$ cat config.mk
export PLATFORM = sky130hd
export DESIGN_NAME = lcdis_top
export DESIGN_NICKNAME = d
export VERILOG_FILES = /design/src/include/lcdis_pkg.sv /design/src/include/lcdis_byte_if.sv /design/src/logic/lcdis_top.sv /design/src/logic/lcdis_exec.sv
export SDC_FILE = /design/constraint.sdc
export NUM_CORES = 1
export LEC_CHECK = 0
export BUFFER_PORTS_ARGS = -buffer_cell sky130_fd_sc_hd__buf_2
export CAP_MARGIN = 20
export CORE_MARGIN = 4
export CORE_UTILIZATION = 55
export CTS_CLUSTER_DIAMETER = 200
export CTS_CLUSTER_SIZE = 12
export DETAILED_ROUTE_END_ITERATION = 8
export GPL_ROUTABILITY_DRIVEN = 0
export PLACE_DENSITY = 0.79
export SETUP_SLACK_MARGIN = 0.15
export SLEW_MARGIN = 20
export SYNTH_ARGS = -nofsm -noshare
export SYNTH_HDL_FRONTEND = slang
export SYNTH_SLANG_ARGS = --single-unit
$ cat constraint.sdc
create_clock -name clock -period 4.55 [get_ports clock]
set_input_delay 0.455 -clock clock [delete_from_list [all_inputs] [get_ports clock]]
set_output_delay 0.455 -clock clock [all_outputs]
set_load 0.1 [all_outputs]
$ cat src/include/lcdis_pkg.sv
package lcdis_pkg;
	// ************************************************************
	// Serial slave constants
	// ************************************************************
	localparam logic [4:0] ADDR_BASE = 5'h0f;
	localparam logic [3:0] BIT_COUNT = 4'h8;
	localparam int RW_BIT = 0;
	localparam int CTRL_CONT_BIT = 7;
	localparam int CTRL_DCS_BIT = 6;
	// ************************************************************
	// Controller constants
	// ************************************************************
	localparam logic [7:0] CLEAR_CHAR = 8'h20;
	localparam logic [6:0] AC_LAST = 7'h7f;
	localparam int RAM_DEPTH = 128;
	localparam int CG_DEPTH = 64;
	localparam int FS_BW_BIT = 4;
	localparam int FS_LINES_BIT = 3;
	localparam int FS_FONT_BIT = 2;
	localparam int DC_DISP_BIT = 2;
	localparam int DC_CUR_BIT = 1;
	localparam int DC_BLINK_BIT = 0;
	localparam int EM_INC_BIT = 1;
	localparam int EM_SHIFT_BIT = 0;
	localparam int SH_DISP_BIT = 3;
	localparam int SH_RIGHT_BIT = 2;
	localparam logic RST_BUS_WIDTH = 1'h1;
	localparam logic RST_LINES = 1'h0;
	localparam logic RST_FONT = 1'h0;
	localparam logic RST_DISPLAY = 1'h0;
	localparam logic RST_CURSOR = 1'h0;
	localparam logic RST_BLINK = 1'h0;
	localparam logic RST_INC = 1'h1;
	localparam logic RST_SHIFT = 1'h0;

	typedef enum logic [2:0] {
		ST_IDLE = 3'h0,
		ST_BITS = 3'h1,
		ST_HOLD = 3'h2,
		ST_ACK = 3'h3,
		ST_SKIP = 3'h4
	} lcdis_state_e;

	typedef enum logic [1:0] {
		KIND_ADDR = 2'h0,
		KIND_CTRL = 2'h1,
		KIND_DATA = 2'h2
	} lcdis_kind_e;

	typedef enum logic [1:0] {
		EX_CLEAR = 2'h0,
		EX_READY = 2'h1
	} lcdis_exec_e;
endpackage : lcdis_pkg

$ cat src/include/lcdis_byte_if.sv
`timescale 1ns/1ps
interface lcdis_byte_if;
	logic valid;
	logic ready;
	logic is_data;
	logic [7:0] byte_val;

	modport src (output valid, output is_data, output byte_val, input ready);
	modport dst (input valid, input is_data, input byte_val, output ready);
endinterface : lcdis_byte_if

$ cat src/logic/lcdis_top.sv
`timescale 1ns/1ps
module lcdis_top (
	input wire logic clock,
	input wire logic rst_n,
	input wire logic scl_in,
	output logic scl_out,
	output logic scl_oe,
	input wire logic sda_in,
	output logic sda_out,
	output logic sda_oe,
	input wire logic serial_chip_select_pin,
	input wire logic addr_strap_low,
	input wire logic addr_strap_high,
	input wire logic [6:0] disp_addr,
	output logic [7:0] disp_data,
	output logic busy_flag,
	output logic [6:0] address_counter,
	output logic bus_width_select,
	output logic line_count_select,
	output logic font_select,
	output logic display_on,
	output logic cursor_on,
	output logic blink_on,
	output logic entry_increment,
	output logic entry_shift
);
	// ************************************************************
	// Line sampling and conditions
	// ************************************************************
	logic scl_q;
	logic sda_q;
	lcdis_pkg::lcdis_state_e st_q;
	lcdis_pkg::lcdis_state_e st_d;
	lcdis_pkg::lcdis_kind_e kind_q;
	lcdis_pkg::lcdis_kind_e kind_d;
	logic [3:0] cnt_q;
	logic [3:0] cnt_d;
	logic [7:0] sh_q;
	logic [7:0] sh_d;
	logic cont_q;
	logic cont_d;
	logic dcs_q;
	logic dcs_d;

	lcdis_byte_if bif();

	always_ff @(posedge clock or negedge rst_n) begin
		if (!rst_n) begin
			scl_q <= 1'h1;
			sda_q <= 1'h1;
		end else begin
			scl_q <= scl_in;
			sda_q <= sda_in;
		end
	end

	wire start_cond = scl_q && scl_in && sda_q && !sda_in;
	wire stop_cond = scl_q && scl_in && !sda_q && sda_in;
	wire scl_rise = !scl_q && scl_in;
	wire scl_fall = scl_q && !scl_in;
	// Pin must sit low for the serial port to listen
	wire cs_ok = !serial_chip_select_pin;
	wire byte_done = (st_q == lcdis_pkg::ST_BITS) && scl_fall
		&& (cnt_q == lcdis_pkg::BIT_COUNT);
	wire [6:0] own_addr = {lcdis_pkg::ADDR_BASE, addr_strap_high, addr_strap_low};
	wire addr_hit = (sh_q[7:1] == own_addr) && !sh_q[lcdis_pkg::RW_BIT];

	// ************************************************************
	// Receive state machine
	// ************************************************************
	always_comb begin
		st_d = st_q;
		kind_d = kind_q;
		cnt_d = cnt_q;
		sh_d = sh_q;
		cont_d = cont_q;
		dcs_d = dcs_q;
		if (!cs_ok) begin
			st_d = lcdis_pkg::ST_IDLE;
		end else if (start_cond) begin
			st_d = lcdis_pkg::ST_BITS;
			kind_d = lcdis_pkg::KIND_ADDR;
			cnt_d = 4'h0;
		end else if (stop_cond) begin
			st_d = lcdis_pkg::ST_IDLE;
		end else begin
			case (st_q)
				lcdis_pkg::ST_BITS: begin
					if (scl_rise && cnt_q != lcdis_pkg::BIT_COUNT) begin
						sh_d = {sh_q[6:0], sda_in};
						cnt_d = cnt_q + 4'h1;
					end else if (byte_done) begin
						case (kind_q)
							lcdis_pkg::KIND_ADDR: begin
								if (addr_hit) begin
									st_d = lcdis_pkg::ST_ACK;
									kind_d = lcdis_pkg::KIND_CTRL;
								end else begin
									st_d = lcdis_pkg::ST_SKIP;
								end
							end
							lcdis_pkg::KIND_CTRL: begin
								cont_d = sh_q[lcdis_pkg::CTRL_CONT_BIT];
								dcs_d = sh_q[lcdis_pkg::CTRL_DCS_BIT];
								st_d = lcdis_pkg::ST_ACK;
								kind_d = lcdis_pkg::KIND_DATA;
							end
							default: begin
								st_d = lcdis_pkg::ST_HOLD;
								kind_d = cont_q ? lcdis_pkg::KIND_CTRL : lcdis_pkg::KIND_DATA;
							end
						endcase
					end
				end
				lcdis_pkg::ST_HOLD: begin
					if (bif.ready) begin
						st_d = lcdis_pkg::ST_ACK;
					end
				end
				lcdis_pkg::ST_ACK: begin
					if (scl_fall) begin
						st_d = lcdis_pkg::ST_BITS;
						cnt_d = 4'h0;
					end
				end
				default: begin
				end
			endcase
		end
	end

	always_ff @(posedge clock or negedge rst_n) begin
		if (!rst_n) begin
			st_q <= lcdis_pkg::ST_IDLE;
			kind_q <= lcdis_pkg::KIND_ADDR;
			cnt_q <= 4'h0;
			sh_q <= 8'h00;
			cont_q <= 1'h0;
			dcs_q <= 1'h0;
		end else begin
			st_q <= st_d;
			kind_q <= kind_d;
			cnt_q <= cnt_d;
			sh_q <= sh_d;
			cont_q <= cont_d;
			dcs_q <= dcs_d;
		end
	end

	// ************************************************************
	// Pin drive and byte hand-off
	// ************************************************************
	// ack every accepted byte
	assign sda_oe = (st_q == lcdis_pkg::ST_ACK);
	assign sda_out = 1'h0;
	// never transmits, SDA pulled low only in the ack slot
	// Holding SCL low is the only flow control a write-only link has
	assign scl_oe = (st_q == lcdis_pkg::ST_HOLD);
	assign scl_out = 1'h0;

	assign bif.valid = (st_q == lcdis_pkg::ST_HOLD);
	assign bif.is_data = dcs_q;
	assign bif.byte_val = sh_q;

	lcdis_exec u_exec (
		.clock(clock),
		.rst_n(rst_n),
		.bif(bif),
		.disp_addr(disp_addr),
		.disp_data(disp_data),
		.busy_flag(busy_flag),
		.address_counter(address_counter),
		.bus_width_select(bus_width_select),
		.line_count_select(line_count_select),
		.font_select(font_select),
		.display_on(display_on),
		.cursor_on(cursor_on),
		.blink_on(blink_on),
		.entry_increment(entry_increment),
		.entry_shift(entry_shift)
	);

	// ************************************************************
	// Checks
	// ************************************************************
	a_start_addr: assert property (@(posedge clock) disable iff (!rst_n)
		cs_ok && start_cond |=> st_q == lcdis_pkg::ST_BITS && kind_q == lcdis_pkg::KIND_ADDR
			&& cnt_q == 4'h0)
		else $error("start did not restart address reception");
	a_stop_idle: assert property (@(posedge clock) disable iff (!rst_n)
		stop_cond |=> st_q == lcdis_pkg::ST_IDLE ##1 !sda_oe && !scl_oe)
		else $error("stop did not return to idle");
	a_bit_count: assert property (@(posedge clock) disable iff (!rst_n)
		cs_ok && !start_cond && !stop_cond && st_q == lcdis_pkg::ST_BITS && scl_rise
			&& cnt_q < lcdis_pkg::BIT_COUNT |=> cnt_q == $past(cnt_q) + 4'h1
			&& sh_q[0] == $past(sda_in))
		else $error("bit not taken on clock rise");
	a_addr_ack: assert property (@(posedge clock) disable iff (!rst_n)
		cs_ok && !start_cond && !stop_cond && byte_done && kind_q == lcdis_pkg::KIND_ADDR
			&& addr_hit |=> sda_oe && !sda_out && kind_q == lcdis_pkg::KIND_CTRL)
		else $error("own address not acknowledged");
	a_miss_quiet: assert property (@(posedge clock) disable iff (!rst_n)
		cs_ok && !start_cond && !stop_cond && byte_done && kind_q == lcdis_pkg::KIND_ADDR
			&& !addr_hit |=> (!sda_oe && !scl_oe)[*2])
		else $error("foreign address drove the bus");
	a_ack_hold: assert property (@(posedge clock) disable iff (!rst_n)
		sda_oe && scl_in && cs_ok && !start_cond && !stop_cond |=> sda_oe)
		else $error("ack released during clock high");
	a_ctrl_flags: assert property (@(posedge clock) disable iff (!rst_n)
		cs_ok && !start_cond && !stop_cond && byte_done && kind_q == lcdis_pkg::KIND_CTRL
			|=> cont_q == $past(sh_q[7]) && dcs_q == $past(sh_q[6]))
		else $error("control flags not latched");
	a_data_only: assert property (@(posedge clock) disable iff (!rst_n)
		cs_ok && !start_cond && !stop_cond && byte_done && kind_q == lcdis_pkg::KIND_DATA
			&& !cont_q |=> kind_q == lcdis_pkg::KIND_DATA && bif.valid)
		else $error("control byte expected after final control");
	a_stall_hold: assert property (@(posedge clock) disable iff (!rst_n)
		bif.valid && !bif.ready && cs_ok |=> scl_oe && bif.valid && $stable(bif.byte_val))
		else $error("byte dropped while controller busy");

	// ************************************************************
	// Byte framing and routing checks
	// ************************************************************
	a_cs_idle: assert property (@(posedge clock) disable iff (!rst_n)
		!cs_ok |=> st_q == lcdis_pkg::ST_IDLE && !sda_oe
			&& !scl_oe)
		else $error("deselected port still active");
	a_ack_release: assert property (@(posedge clock) disable iff (!rst_n)
		cs_ok && st_q == lcdis_pkg::ST_ACK && scl_fall
			|=> st_q == lcdis_pkg::ST_BITS && !sda_oe && cnt_q == 4'h0)
		else $error("ack not released after its pulse");
	a_hold_ack: assert property (@(posedge clock) disable iff (!rst_n)
		bif.valid && bif.ready && cs_ok
			|=> sda_oe && !scl_oe && !bif.valid)
		else $error("taken byte not acknowledged");
	a_miss_skip: assert property (@(posedge clock) disable iff (!rst_n)
		cs_ok && !start_cond && !stop_cond && st_q == lcdis_pkg::ST_SKIP
			|=> st_q == lcdis_pkg::ST_SKIP && !sda_oe)
		else $error("ignored transfer picked up again");
	a_read_nack: assert property (@(posedge clock) disable iff (!rst_n)
		cs_ok && !start_cond && !stop_cond && byte_done && kind_q == lcdis_pkg::KIND_ADDR
			&& sh_q[lcdis_pkg::RW_BIT] |=> !sda_oe && st_q == lcdis_pkg::ST_SKIP)
		else $error("read request acknowledged");
	a_data_moves: assert property (@(posedge clock) disable iff (!rst_n)
		bif.valid && bif.ready && bif.is_data
			|=> address_counter != $past(address_counter))
		else $error("pointer not updated after data byte");
	a_ctrl_ack: assert property (@(posedge clock) disable iff (!rst_n)
		cs_ok && !start_cond && !stop_cond && byte_done && kind_q == lcdis_pkg::KIND_CTRL
			|=> sda_oe && kind_q == lcdis_pkg::KIND_DATA)
		else $error("control byte not acknowledged");
	a_strap_match: assert property (@(posedge clock) disable iff (!rst_n)
		cs_ok && !start_cond && !stop_cond && byte_done && kind_q == lcdis_pkg::KIND_ADDR
			&& sh_q[7:3] == lcdis_pkg::ADDR_BASE
			&& sh_q[2:1] == {addr_strap_high, addr_strap_low} && !sh_q[0] |=> sda_oe)
		else $error("strapped address not answered");
	a_no_extra: assert property (@(posedge clock) disable iff (!rst_n)
		cs_ok && !start_cond && !stop_cond && st_q == lcdis_pkg::ST_BITS && !scl_rise
			|=> $stable(sh_q) && $stable(cnt_q))
		else $error("bit taken without clock rise");
	a_ctrl_next: assert property (@(posedge clock) disable iff (!rst_n)
		cs_ok && !start_cond && !stop_cond && byte_done && kind_q == lcdis_pkg::KIND_DATA
			&& cont_q |=> kind_q == lcdis_pkg::KIND_CTRL && st_q == lcdis_pkg::ST_HOLD)
		else $error("control byte not expected after paired data");
endmodule : lcdis_top

$ cat src/logic/lcdis_exec.sv
`timescale 1ns/1ps
module lcdis_exec (
	input wire logic clock,
	input wire logic rst_n,
	lcdis_byte_if.dst bif,
	input wire logic [6:0] disp_addr,
	output logic [7:0] disp_data,
	output logic busy_flag,
	output logic [6:0] address_counter,
	output logic bus_width_select,
	output logic line_count_select,
	output logic font_select,
	output logic display_on,
	output logic cursor_on,
	output logic blink_on,
	output logic entry_increment,
	output logic entry_shift
);
	lcdis_pkg::lcdis_exec_e st_q;
	logic [6:0] clr_q;
	logic [6:0] ac_q;
	logic cg_sel_q;
	logic [7:0] display_text_ram [lcdis_pkg::RAM_DEPTH];
	logic [7:0] cgram [lcdis_pkg::CG_DEPTH];
	logic [7:0] disp_q;

	function automatic logic [6:0] lcdis_step(input logic [6:0] a, input logic up);
		lcdis_step = up ? a + 7'h01 : a - 7'h01;
	endfunction : lcdis_step

	wire clearing = (st_q == lcdis_pkg::EX_CLEAR);
	wire accept = bif.valid && bif.ready;
	wire [7:0] b = bif.byte_val;
	wire is_clear = accept && !bif.is_data && (b == 8'h01);
	wire ram_we = clearing || (accept && bif.is_data && !cg_sel_q);
	wire [6:0] ram_wa = clearing ? clr_q : ac_q;
	wire [7:0] ram_wd = clearing ? lcdis_pkg::CLEAR_CHAR : b;
	wire cg_we = accept && bif.is_data && cg_sel_q;

	assign bif.ready = !clearing;
	assign busy_flag = clearing;
	assign address_counter = ac_q;
	assign disp_data = disp_q;

	always_ff @(posedge clock) begin
		if (ram_we) begin
			display_text_ram[ram_wa] <= ram_wd;
		end
		if (cg_we) begin
			cgram[ac_q[5:0]] <= b;
		end
		disp_q <= display_text_ram[disp_addr];
	end

	always_ff @(posedge clock or negedge rst_n) begin
		if (!rst_n) begin
			st_q <= lcdis_pkg::EX_CLEAR;
			clr_q <= 7'h00;
		end else if (is_clear) begin
			st_q <= lcdis_pkg::EX_CLEAR;
			clr_q <= 7'h00;
		end else if (clearing) begin
			clr_q <= clr_q + 7'h01;
			if (clr_q == lcdis_pkg::AC_LAST) begin
				st_q <= lcdis_pkg::EX_READY;
			end
		end
	end

	always_ff @(posedge clock or negedge rst_n) begin
		if (!rst_n) begin
			ac_q <= 7'h00;
			cg_sel_q <= 1'h0;
			bus_width_select <= lcdis_pkg::RST_BUS_WIDTH;
			line_count_select <= lcdis_pkg::RST_LINES;
			font_select <= lcdis_pkg::RST_FONT;
			display_on <= lcdis_pkg::RST_DISPLAY;
			cursor_on <= lcdis_pkg::RST_CURSOR;
			blink_on <= lcdis_pkg::RST_BLINK;
			entry_increment <= lcdis_pkg::RST_INC;
			entry_shift <= lcdis_pkg::RST_SHIFT;
		end else if (accept && bif.is_data) begin
			ac_q <= lcdis_step(ac_q, entry_increment);
		end else if (accept) begin
			casez (b)
				8'b1???????: begin
					ac_q <= b[6:0];
					cg_sel_q <= 1'h0;
				end
				8'b01??????: begin
					ac_q <= {1'h0, b[5:0]};
					cg_sel_q <= 1'h1;
				end
				8'b001?????: begin
					bus_width_select <= b[lcdis_pkg::FS_BW_BIT];
					line_count_select <= b[lcdis_pkg::FS_LINES_BIT];
					font_select <= b[lcdis_pkg::FS_FONT_BIT];
				end
				8'b0001????: begin
					// Display shift has no state here, only the cursor moves
					if (!b[lcdis_pkg::SH_DISP_BIT]) begin
						ac_q <= lcdis_step(ac_q, b[lcdis_pkg::SH_RIGHT_BIT]);
					end
				end
				8'b00001???: begin
					display_on <= b[lcdis_pkg::DC_DISP_BIT];
					cursor_on <= b[lcdis_pkg::DC_CUR_BIT];
					blink_on <= b[lcdis_pkg::DC_BLINK_BIT];
				end
				8'b000001??: begin
					entry_increment <= b[lcdis_pkg::EM_INC_BIT];
					entry_shift <= b[lcdis_pkg::EM_SHIFT_BIT];
				end
				8'b0000001?: begin
					ac_q <= 7'h00;
					cg_sel_q <= 1'h0;
				end
				8'b00000001: begin
					ac_q <= 7'h00;
					cg_sel_q <= 1'h0;
				end
				default: begin
				end
			endcase
		end
	end

	a_data_step: assert property (@(posedge clock) disable iff (!rst_n)
		accept && bif.is_data && entry_increment |=> address_counter == $past(ac_q) + 7'h01)
		else $error("address counter did not step after data write");
	a_init_busy: assert property (@(posedge clock) disable iff (!rst_n)
		clearing && clr_q != lcdis_pkg::AC_LAST |=> busy_flag && !bif.ready)
		else $error("busy dropped before clear finished");
	a_clear_fill: assert property (@(posedge clock) disable iff (!rst_n)
		clearing |=> display_text_ram[$past(clr_q)] == lcdis_pkg::CLEAR_CHAR)
		else $error("clear did not write blank");
	a_func_set: assert property (@(posedge clock) disable iff (!rst_n)
		accept && !bif.is_data && b[7:5] == 3'h1 |=> bus_width_select == $past(b[4]))
		else $error("function set not applied");
endmodule : lcdis_exec

==> metrics.txt <==
outcome=finished, final reports clean; fin. max-slew vios=0; worst endpoint required time=4.81 ns; crit path cell chain=inv_1, o32ai_1, nand3_1, buf_4, nor2_1; WS Path Type=register to register; Synth Warn #=0; post-DP HPWL=56300 um; initial antenna violation count=2; Overall Power=18.6 mW; Pwr Density=397 nW/um^2; Yosys top cell by area=edfxtp_1; Worst EP arrival=3.81 ns; Crit-path slowest cell=nor2_1; cells after synthesis=1963; Core Region=76200 um^2; grt ovf=0; final number of hold-violating endpoints=0; clock slew at reported path FFs=0.06 ns; Die Span X=286 um; share of the synthesized area in the top cell type=0.724; die height=286 um; root buf cell=clkbuf_16; non-filler cells, final=3121; fmax=282 MHz; num ports=42; vias=20718; Worst Max-Slew Pin Slew=1.11 ns; clock latency on the worst-skew pair=0.68 ns; Netlist Area Pre-Place=42500 um^2; die area=81800 um^2; Hold WC Path Type=primary input to register; Worst path max stage delay=0.82 ns; crit start category=register; post-synthesis mux area share=0.185; crit share post-route=0.780; met3 wire len=9400 um; RSZ-0062 raised after global routing=false; area delta synth->final=10.3%; crit path buf inv count=2; Cells after DPL=2967; CP Max Fanout=18; Post-Route WL=96800 um; DRT iter0 DRCs=2863; worst-case clock buffer depth=3; vias in the first global route=21120; RR Endpoint=u_exec.display_text_ram[89][6]; Max-Slew Margin vs Limit=0.257; kind of end point of the critical path=register; routed len/inst=31.0 um; NumNets Final=2064; Top Layer Used=met5; met1 wire length=36100 um; # DRC=0; CP Depth=5; Tot GR Track Use=0.241; #FFs+latches synth=1077; Post-synth EDFFs=1024; r2r worst-path depth=5; post-DR vias/cell=6.64; XOR/XNOR share of the synthesized area=0.00268; post-synthesis compound-gate area fraction=0.0128; slack of the worst reg-to-reg path=1.0 ns; fin crit period=3.55 ns; largest net degree at the start of global routing=104; Final setup viols=0; Synth Area in Simple Gates=0.0314; register area share after synthesis=0.754; cts bufs inserted=99; Final Instance Area=46900 um^2; CTS-repair resized insts=0; antenna viol nets, final=0; H-Tree Depth=3; Rows=101; Setup WS pre-CTS=0.994 ns; Max VDD drop=398 uV; post-synth cell types=58; fraction of registers with async set/reset=0.0418; largest family of logic cells by synthesized area=multiplexers; Port Buffers=39; leading post-synthesis cells by cell area=edfxtp_1 72%, mux4_2 18%, dfrtp_1 2.4%; Post-Syn Area per Cell=21.6 um^2; Leakage=12.2 nW; crit-path leading delay family=simple AND/OR/NAND/NOR gates; Cell Area, Placed=44000 um^2; Critical Path Start=u_exec.st_q[0]; CTS tree=done; fillcell total=4928; Post-synth top flop=edfxtp_1; share of cells above drive strength 1=0.274; Setup Skew=0.0380 ns; post-route setup slack=1.00 ns; Max Cap Violations=0; first-pass GRT wire length=145000 um; Setup crit end=u_exec.display_text_ram[89][6]; adder-cell area share of the yosys netlist=0.00147; clk sinks=1077; first drt pass iteration count=6; initial core utilization=0.558; FF-to-FF Start=u_exec.st_q[0]; met2 WL=48400 um; Sum Neg Setup Slack=0 ns; antenna diode count=0
[cell type report]
cell class	instances	area (um^2)	area share
tap	1030	1290	0.0275
multi-input combinational	765	9970	0.213
inverter	10	37.5	0.000800
timing repair buffer	92	796	0.0170
clock inverter	4	71.3	0.00152
sequential	1077	32000	0.683
clock buffer	143	2690	0.0573
[routing by layer]
metal | vias to the layer above | global-route usage
li1 | 8327 | -
met1 | 10933 | 0.338
met2 | 1272 | 0.392
met3 | 184 | 0.0513
met4 | 2 | 0.0699
met5 | - | 0
[cells in the mapped netlist (8+ instances only)]
| cell | count |
|---|---|
| buf_2 | 21 |
| o21ai_0 | 20 |
| nor3_1 | 10 |
| mux4_2 | 336 |
| nor2_1 | 162 |
| inv_1 | 10 |
| a21oi_1 | 18 |
| xor2_1 | 9 |
| edfxtp_1 | 1024 |
| clkbuf_1 | 63 |
| mux2_2 | 25 |
| buf_1 | 19 |
| nand3_1 | 18 |
| dfrtp_1 | 41 |
| and2_1 | 9 |
| nand2_1 | 55 |
| dfxtp_1 | 8 |
[repair_timing]
action / CTS / global route
hold buffers: 3 / 0
endpoints found under the hold margin: 43 / 0
buffers inserted: 0 / 0
[layout by cell type, fill, tap and decap left out, types with 8 or more instances in the layout]
master,instances
dfrtp_1,41
nor3_1,10
o21ai_0,19
buf_4,39
mux4_2,336
nand2_1,55
xor2_1,9
mux2_2,25
inv_1,10
clkbuf_1,42
nand3_1,18
buf_12,12
nor2_1,160
buf_2,35
a21oi_1,18
clkbuf_16,101
edfxtp_1,1024
dfxtp_1,8
[registers in the layout, indices dropped and copies added, names as in the netlist, 2 cells and up]
signal                   flops
u_exec.display_text_ram   1024
bif.byte_val                 8
u_exec.disp_data             8
u_exec.address_counter       7
u_exec.clr_q                 7
cnt_q                        4
st_q                         3
kind_q                       2
[worst min-delay path by stage]
stage / startpoint / to / slack [ns] / depth (start not counted)
finish: serial_chip_select_pin / st_q[0] / 0.04 / 2
CTS: serial_chip_select_pin / st_q[0] / 0.002 / 2
global placement: u_exec.line_count_select / u_exec.line_count_select / 0.49 / 1
detailed placement: u_exec.font_select / u_exec.font_select / 0.49 / 1
global route: serial_chip_select_pin / st_q[0] / 0.02 / 2
floorplan: rst_n / bif.byte_val[0] / 0.16 / 0
[worst register-to-register path: stages, from the launching register on]
cell     delay (ns)
dfrtp_1        0.65
inv_1          0.26
o32ai_1        0.61
nand3_1        0.44
buf_4          0.37
nor2_1         0.82
[report_power, final]
group          switching (mW)  total, mW  internal, mW  leakage (nW)
Combinational           0.243      0.418         0.174          2.85
Clock                    3.43       7.48          4.05          1.33
Sequential             0.0177       10.7          10.7          8.07
Total                    3.69       18.6          14.9          12.2
[cells by family after synthesis]
kind of cell               count (synthesis)
muxes                                    363
and+or+nand+nor                          300
buffers and inverters                    122
other                                      1
AOI/OAI and AO/OA                         82
xor gates and xnor gates                  13
adders and majority gates                  5
DFF                                     1077
[stage by stage]
stage                     hold WS, ns  utilization
final                          0.0399        0.615
after global routing           0.0178        0.615
after CTS                     0.00161        0.614
after detailed placement        0.491        0.578
after global placement          0.489        0.578
after floorplan                 0.159            -
(Power assumes the default switching activity.)
